[src/rtl/lasc_crc.sv]
// constants and multiframe crc accumulator for the line activation codec
`timescale 1ns/1ps
package lasc_pkg;
    // ****************************************
    // widths
    // ****************************************
    localparam int DN_W  = 10;
    localparam int UP_W  = 12;
    localparam int BD_W  = 18;
    localparam int CRC_W = 12;
    localparam int FR_W  = UP_W + BD_W;

    // ****************************************
    // cl channel bit positions, received direction
    // ****************************************
    localparam int DN_OFS = 0;
    localparam int DN_AR  = 1;
    localparam int DN_DR  = 2;
    localparam int DN_AP  = 3;
    localparam int DN_H   = 4;
    localparam int DN_S   = 7;

    // ****************************************
    // cl channel bit positions, sent direction
    // ****************************************
    localparam int UP_AI   = 0;
    localparam int UP_T    = 1;
    localparam int UP_FEBE = 4;
    localparam int UP_Q    = 5;

    // ****************************************
    // received signal patterns: care mask and value
    // ****************************************
    localparam logic [DN_W-1:0] SIG6_MASK = 10'h37D;
    localparam logic [DN_W-1:0] SIG6_VAL  = 10'h001;
    localparam logic [DN_W-1:0] SIG7_MASK = 10'h37D;
    localparam logic [DN_W-1:0] SIG7_VAL  = 10'h009;
    localparam logic [DN_W-1:0] SIG9_MASK = 10'h37F;
    localparam logic [DN_W-1:0] SIG9_VAL  = 10'h071;
    localparam logic [DN_W-1:0] DN_ZERO   = 10'h000;

    // ****************************************
    // sent signal templates, febe merged later into all but SIG5_CL, q merged later into SIG10_CL and SIG11_CL only
    // ****************************************
    localparam logic [UP_W-1:0] SIG5_CL  = 12'h000;
    localparam logic [UP_W-1:0] SIG8_CL  = 12'h1E1;
    localparam logic [UP_W-1:0] SIG10_CL = 12'h00F;
    localparam logic [UP_W-1:0] SIG11_CL = 12'h001;
    localparam logic [UP_W-1:0] SIG12_CL = 12'h1EE;
    localparam logic [UP_W-1:0] SIG14_CL = 12'h1E0;
    localparam logic [BD_W-1:0] BD_ONES  = 18'h3_FFFF;
    localparam logic [BD_W-1:0] BD_ZERO  = 18'h0_0000;

    localparam logic [CRC_W-1:0] CRC_POLY = 12'h80F;
    localparam logic [CRC_W-1:0] CRC_INIT = 12'h000;

    typedef enum logic [2:0] {
        ST_DOWN, ST_SYNC, ST_TRAIN, ST_TACT, ST_NORM, ST_LBACT, ST_LB
    } lasc_st_t;
endpackage

module lasc_crc (
    input  wire logic                      ref_clk,
    input  wire logic                      rst_n,
    input  wire logic                      en,
    input  wire logic                      clr,
    input  wire logic [lasc_pkg::FR_W-1:0] data,
    output logic      [lasc_pkg::CRC_W-1:0] crc
);
    import lasc_pkg::*;

    // one frame folded in per enable, msb first
    function automatic logic [CRC_W-1:0] crc_step(
        input logic [CRC_W-1:0] c,
        input logic [FR_W-1:0]  d
    );
        logic [CRC_W-1:0] r;
        logic             fb;
        r = c;
        for (int i = FR_W - 1; i >= 0; i--) begin
            fb = r[CRC_W-1] ^ d[i];
            r  = {r[CRC_W-2:0], 1'b0} ^ (fb ? CRC_POLY : CRC_INIT);
        end
        return r;
    endfunction

    always_ff @(posedge ref_clk or negedge rst_n) begin
        if (!rst_n) begin
            crc <= CRC_INIT;
        end else if (en) begin
            crc <= crc_step(clr ? CRC_INIT : crc, data);
        end
    end
endmodule

[src/rtl/lasc_nt.sv]
// network-end activation signal codec: decodes line signals, builds replies
`timescale 1ns/1ps

module lasc_nt (
    input  wire logic                        ref_clk,
    input  wire logic                        rst_n,
    input  wire logic                        awake_pol,
    input  wire logic                        info1_rx,
    input  wire logic                        info3_rx,
    input  wire logic                        frame_en,
    input  wire logic                        mf_en,
    input  wire logic                        rx_sync,
    input  wire logic [lasc_pkg::DN_W-1:0]   rx_cl,
    input  wire logic [lasc_pkg::BD_W-1:0]   rx_bd,
    input  wire logic [lasc_pkg::CRC_W-1:0]  rx_crc,
    input  wire logic [lasc_pkg::BD_W-1:0]   user_bd,
    input  wire logic [3:0]                  user_q,
    output logic                             awake_req,
    output logic                             pwr_up,
    output logic                             send_info2,
    output logic                             send_info4,
    output logic                             lb2_on,
    output logic                             tx_on,
    output logic                             tx_train,
    output logic                             tx_m,
    output logic                             tx_p,
    output logic      [lasc_pkg::UP_W-1:0]   tx_cl,
    output logic      [lasc_pkg::BD_W-1:0]   tx_bd,
    output logic      [lasc_pkg::CRC_W-1:0]  tx_crc
);
    import lasc_pkg::*;

    typedef struct packed {
        logic [2:0]       aw_sync;
        logic             awake;
        lasc_st_t         st;
        logic             febe;
        logic [3:0]       q_lp;
        logic             sig2a;
        logic             pwr_up;
        logic             info2;
        logic             info4;
        logic             lb2;
        logic             tx_on;
        logic             tx_train;
        logic             tx_m;
        logic             tx_p;
        logic [UP_W-1:0]  tx_cl;
        logic [BD_W-1:0]  tx_bd;
        logic [CRC_W-1:0] tx_crc;
    } lasc_state_t;

    lasc_state_t      s_r;
    lasc_state_t      s_nxt;
    logic [CRC_W-1:0] tx_acc;
    logic [CRC_W-1:0] rx_acc;

    function automatic logic sig_match(
        input logic [DN_W-1:0] cl,
        input logic [DN_W-1:0] mask,
        input logic [DN_W-1:0] val
    );
        return (cl & mask) == val;
    endfunction

    // ****************************************
    // crc over sent and received frames
    // ****************************************
    lasc_crc u_tx_crc (
        .ref_clk (ref_clk),
        .rst_n   (rst_n),
        .en      (frame_en && s_nxt.tx_on),
        .clr     (mf_en),
        .data    ({s_nxt.tx_cl, s_nxt.tx_bd}),
        .crc     (tx_acc)
    );

    lasc_crc u_rx_crc (
        .ref_clk (ref_clk),
        .rst_n   (rst_n),
        .en      (frame_en),
        .clr     (mf_en),
        .data    ({rx_cl, rx_bd}),
        .crc     (rx_acc)
    );

    // ****************************************
    // next state
    // ****************************************
    always_comb begin
        logic            is4;
        logic            is6;
        logic            is7;
        logic            is9;
        logic [UP_W-1:0] fb;
        s_nxt   = s_r;
        is4     = rx_sync && (rx_cl == DN_ZERO);
        is6     = sig_match(rx_cl, SIG6_MASK, SIG6_VAL);
        is7     = sig_match(rx_cl, SIG7_MASK, SIG7_VAL);
        is9     = sig_match(rx_cl, SIG9_MASK, SIG9_VAL);
        fb      = '0;
        fb[UP_FEBE] = s_r.febe;
        // only the second and third stages are compared
        s_nxt.aw_sync = {s_r.aw_sync[1:0], awake_pol};
        if (s_r.aw_sync[1] == s_r.aw_sync[2]) begin
            s_nxt.awake = s_r.aw_sync[2];
        end
        if (!s_r.awake) begin
            if (s_r.st != ST_DOWN) begin
                s_nxt = '0;
                s_nxt.aw_sync = {s_r.aw_sync[1:0], awake_pol};
            end else begin
                s_nxt.sig2a = s_r.sig2a | info1_rx;
            end
        end else if (s_r.st == ST_DOWN) begin
            s_nxt.st     = ST_SYNC;
            s_nxt.pwr_up = 1'b1;
        end else if (frame_en) begin
            s_nxt.tx_m = ~s_r.tx_m;
            if (s_r.st != ST_SYNC && !rx_sync) begin
                s_nxt.st = ST_SYNC;
            end else if (s_r.st == ST_SYNC) begin
                if (is4) begin
                    s_nxt.st = ST_TRAIN;
                end
            end else if (mf_en) begin
                // pattern judged once per multiframe
                if (is6) begin
                    s_nxt.st = ST_TACT;
                end else if (is7) begin
                    s_nxt.st = ST_NORM;
                end else if (is9) begin
                    s_nxt.st = (s_r.st == ST_LBACT || s_r.st == ST_LB) ?
                               ST_LB : ST_LBACT;
                end
            end
            if (mf_en) begin
                s_nxt.febe   = (rx_crc == rx_acc);
                s_nxt.tx_crc = tx_acc;
            end
            s_nxt.q_lp     = {s_r.q_lp[2:0], rx_cl[DN_S]};
            s_nxt.tx_on    = (s_r.st != ST_SYNC);
            s_nxt.tx_train = 1'b0;
            s_nxt.tx_bd    = BD_ONES;
            unique case (s_r.st)
                ST_DOWN, ST_SYNC: begin
                    s_nxt.tx_cl = SIG5_CL;
                    s_nxt.tx_bd = BD_ZERO;
                end
                ST_TRAIN: begin
                    s_nxt.tx_train = 1'b1;
                    s_nxt.tx_cl    = SIG5_CL;
                    s_nxt.tx_bd    = BD_ZERO;
                end
                ST_TACT: begin
                    // info3 indication selects SIG8_CL over SIG14_CL
                    s_nxt.tx_cl = info3_rx ? (SIG8_CL | fb)
                                           : (SIG14_CL | fb);
                end
                ST_NORM: begin
                    s_nxt.tx_cl = SIG11_CL | fb;
                    s_nxt.tx_cl[UP_Q +: 4] = user_q;
                    s_nxt.tx_bd = user_bd;
                end
                ST_LBACT: begin
                    s_nxt.tx_cl = SIG12_CL | fb;
                end
                ST_LB: begin
                    s_nxt.tx_cl = SIG10_CL | fb;
                    s_nxt.tx_cl[UP_Q +: 4] = s_nxt.q_lp;
                    s_nxt.tx_bd = rx_bd;
                end
            endcase
            s_nxt.tx_p = s_nxt.tx_train ? s_nxt.tx_m
                                        : ^s_nxt.tx_cl;
        end
        s_nxt.info2 = (s_nxt.st == ST_TACT)
                   || (s_nxt.st == ST_NORM && !info3_rx);
        s_nxt.info4 = (s_nxt.st == ST_NORM) && info3_rx;
        s_nxt.lb2   = (s_nxt.st == ST_LB);
    end

    always_ff @(posedge ref_clk or negedge rst_n) begin
        if (!rst_n) begin
            s_r <= '0;
        end else begin
            s_r <= s_nxt;
        end
    end

    assign awake_req  = s_r.sig2a;
    assign pwr_up     = s_r.pwr_up;
    assign send_info2 = s_r.info2;
    assign send_info4 = s_r.info4;
    assign lb2_on     = s_r.lb2;
    assign tx_on      = s_r.tx_on;
    assign tx_train   = s_r.tx_train;
    assign tx_m       = s_r.tx_m;
    assign tx_p       = s_r.tx_p;
    assign tx_cl      = s_r.tx_cl;
    assign tx_bd      = s_r.tx_bd;
    assign tx_crc     = s_r.tx_crc;
endmodule

[config.mk]
export PLATFORM = sky130hd
export DESIGN_NAME = lasc_nt
export DESIGN_NICKNAME = d
export VERILOG_FILES = /design/src/rtl/lasc_crc.sv /design/src/rtl/lasc_nt.sv
export SDC_FILE = /design/constraint.sdc
export NUM_CORES = 1
export LEC_CHECK = 0
export BUFFER_PORTS_ARGS = -buffer_cell sky130_fd_sc_hd__buf_2
export CELL_PAD_IN_SITES_DETAIL_PLACEMENT = 0
export CELL_PAD_IN_SITES_GLOBAL_PLACEMENT = 1
export CORE_MARGIN = 2
export CORE_UTILIZATION = 48
export CTS_BUF_LIST = sky130_fd_sc_hd__clkbuf_8
export CTS_CLUSTER_DIAMETER = 150
export CTS_CLUSTER_SIZE = 28
export DETAILED_ROUTE_END_ITERATION = 12
export GPL_TIMING_DRIVEN = 0
export PLACE_DENSITY_LB_ADDON = 0.1
export SYNTH_ARGS = -nofsm -noshare
export SYNTH_HDL_FRONTEND = slang
export SYNTH_HIERARCHICAL = 1
export SYNTH_SLANG_ARGS = --single-unit
[constraint.sdc]
create_clock -name ref_clk -period 9.8 [get_ports ref_clk]
set_input_delay 0.49 -clock ref_clk [delete_from_list [all_inputs] [get_ports ref_clk]]
set_output_delay 0.49 -clock ref_clk [all_outputs]
set_load 0.02 [all_outputs]
==> results.ini <==
[clock_tree]
clkTransAtPathRegs_ns = 0.09
htreeDepth = 3
cts_buffers = 9
cts_tree = done
cts_resized = 0
root_buffer = clkbuf_8
worstSkewPairLatency_ns = 0.37
ctsHoldBuffers = 1
clock_path_buffers = 2
cts_setup_buffers = 0
clock_sinks = 86

[timing]
max_slew_margin_pct = 46.07
worst_pin_slew_ns = 0.8016
finClkSkew_ns = 0.01085
period_minus_slack_ns = 4.728
fin_setup_tns_ns = 0
period_share_pct = 48.24
hold_violations = 0
rsz0062_at_grt = false
setup_viol = 0
timing.fmax_ghz = 0.2115
finalMaxSlewViolations = 0

[placement]
placed_cells = 1017
dpl.hpwl_um = 14980
globalplace.congestion = 0.8853
port_buffers = 120

[worst_setup_path]
worstReg2RegStart = s_r[57]
slowest_delay_ns = 0.53
critPathCaptureType = register
path_cells = clkbuf_1, clkbuf_1, mux2_2, nand2_1, o21ai_0, o21ai_0, xor2_1, xnor3_1, xor3_1, xor3_2, or4_1, o21ai_0, nor4_2
slowest_stage = or4_1
cp_num_buf_inv = 2
arrival_ns = 4.99
cp_common_cell = o21ai_0
start_kind = register
crit_required_ns = 10.06
critical_path_class = register to register
worst_r2r_path_depth = 13
path_delay_family = XOR/XNOR gates
r2r_end = u_tx_crc/crc[11]
reg2reg_slack_ns = 5.07
worstPathMaxFanout = 10

[layout]
stdcell_count = 1034
nFillCells = 1299
antenna_cells = 0
drive_above_1_share_pct = 26.93
syn_to_final_growth_pct = 15.75
nets = 921

[synthesis]
synth_most_common_cell = xnor2_1
ys_top_cells_by_area = dfrtp_1 (32%), xnor2_1 (13%), o21ai_0 (5.6%)
synthTopCellsByCount = xnor2_1 (103), dfrtp_1 (86), o21ai_0 (76), a21oi_1 (52), nor2_1 (49)
yosysSeqAreaShare_pct = 31.58
syn_inst = 713
yosysUniqueCellTypes = 66
yosysWarnings = 6
async_reset_ff_share_pct = 100.0
ys_ff_latch = 86
synth_edf_count = 0
synth_ff_type = dfrtp_1
yosys.area.top_type = dfrtp_1
syn_area_um2 = 6815
yosysTopAreaCellShare_pct = 31.58
syn_avg_cell_area_um2 = 9.559

[die]
core_area_um2 = 13880
floorplan.die.height_um = 123.2
pin_count = 121
row_count = 43
die_x_um = 123.2
dieArea_um2 = 15170
start_util_pct = 49.10

[worst_hold_path]
hold_class = primary input to register
hold_path_startpoint = awake_pol
hold_depth = 1
whs_endpoint = s_r[60]

[drt]
wirelength_um = 18690
vias = 5395
vias_per_cell = 5.218
drtAntennaViolNets = 0
initialDrtViolationCount = 393
route.detailed.drc = 0
wire_per_inst_um = 18.08
detail_route.first_pass.iterations = 5

[grt]
grt_overflow = 0
grt_use_total_pct = 25.63
met2_usage_pct = 41.45
grt_start_max_net_pins = 67
grt_use_met3_pct = 4.382
antenna_found_initial = 0
grt_pass1_wl_um = 29030
busiest_layer = met2
grt_pass1_vias = 5316
grt_util_met1_pct = 35.94

[run]
max-cap-violations = 0

[run_status]
status = completed

[layer usage]
layer	part of all wire (%)	vias up
met1	46	2559
met5	0	-
met4	1.7	0
li1	-	2654
met3	4.9	22
met2	48	160
[cell usage in the layout (no fill, tap or decap), drive strengths merged, types with 13 or more instances in the layout]
cell    count
xnor3      21
o21ai      77
a21oi      53
buf       166
a22o       16
xor2       47
clkbuf     42
nand2      48
xnor2     107
mux2       13
nor2b      30
dfrtp      86
nor2       51
[registers in the layout, summed over array words and instances (netlist names), 11 cells and up]
signal,count
tx_bd,18
tx_cl,12
tx_crc,12
u_rx_crc/crc,12
u_tx_crc/crc,12
s_r,11
[how the worst max path moves through the flow]
| stage | start | to | slack [ns] | depth (start not counted) |
|---|---|---|---|---|
| 2_1_floorplan | s_r[57] | u_tx_crc/crc[11] | 5.89 | 13 |
| 3_3_place_gp | s_r[57] | u_tx_crc/crc[11] | 5.17 | 13 |
| 3_5_place_dp | s_r[57] | u_tx_crc/crc[11] | 5.11 | 13 |
| 4_1_cts | s_r[57] | u_tx_crc/crc[11] | 5.07 | 13 |
| 5_1_grt | s_r[57] | u_tx_crc/crc[11] | 4.79 | 14 |
| 6_report | s_r[57] | u_tx_crc/crc[11] | 5.07 | 13 |
[cell families after synthesis]
family | count (synthesis) | share of synthesized area, %
other | 1 | 0.05502
AND/OR/NAND/NOR | 174 | 13.02
multiplexers | 16 | 2.589
XOR/XNOR | 179 | 30.33
flip-flops | 86 | 31.58
adder cells (fa/ha/maj) | 2 | 0.3671
buffers and inverters | 84 | 7.270
AO/OA/AOI/OAI | 171 | 14.80
[final cells by class]
type	count	area (um^2)	share of cell area [%]
repair buffers	122	640.6	8.121
plain buffers	78	473.0	5.995
multi-input cells	546	4179	52.97
well taps	180	225.2	2.855
clock buffers	9	123.9	1.570
flip-flops and latches	86	2152	27.28
inverters	6	22.52	0.2855
clock inverters	7	72.57	0.9199
[stage by stage]
| stage | utilization (%) | hold WS, ns | setup WS, ns | area [um^2] |
|---|---|---|---|---|
| global route | 56.83 | 0.1936 | 4.787 | 7889 |
| floorplan | - | 0.1944 | 5.892 | 6827 |
| CTS | 56.83 | 0.2035 | 5.072 | 7889 |
| detailed placement | 55.35 | 0.3395 | 5.112 | 7682 |
| finish | 56.83 | 0.2200 | 5.072 | 7889 |
| global placement | 55.13 | 0.3368 | 5.168 | 7652 |
Power is not shown: default switching activity piles up to over one toggle a cycle in this logic, so the estimate is an artifact.
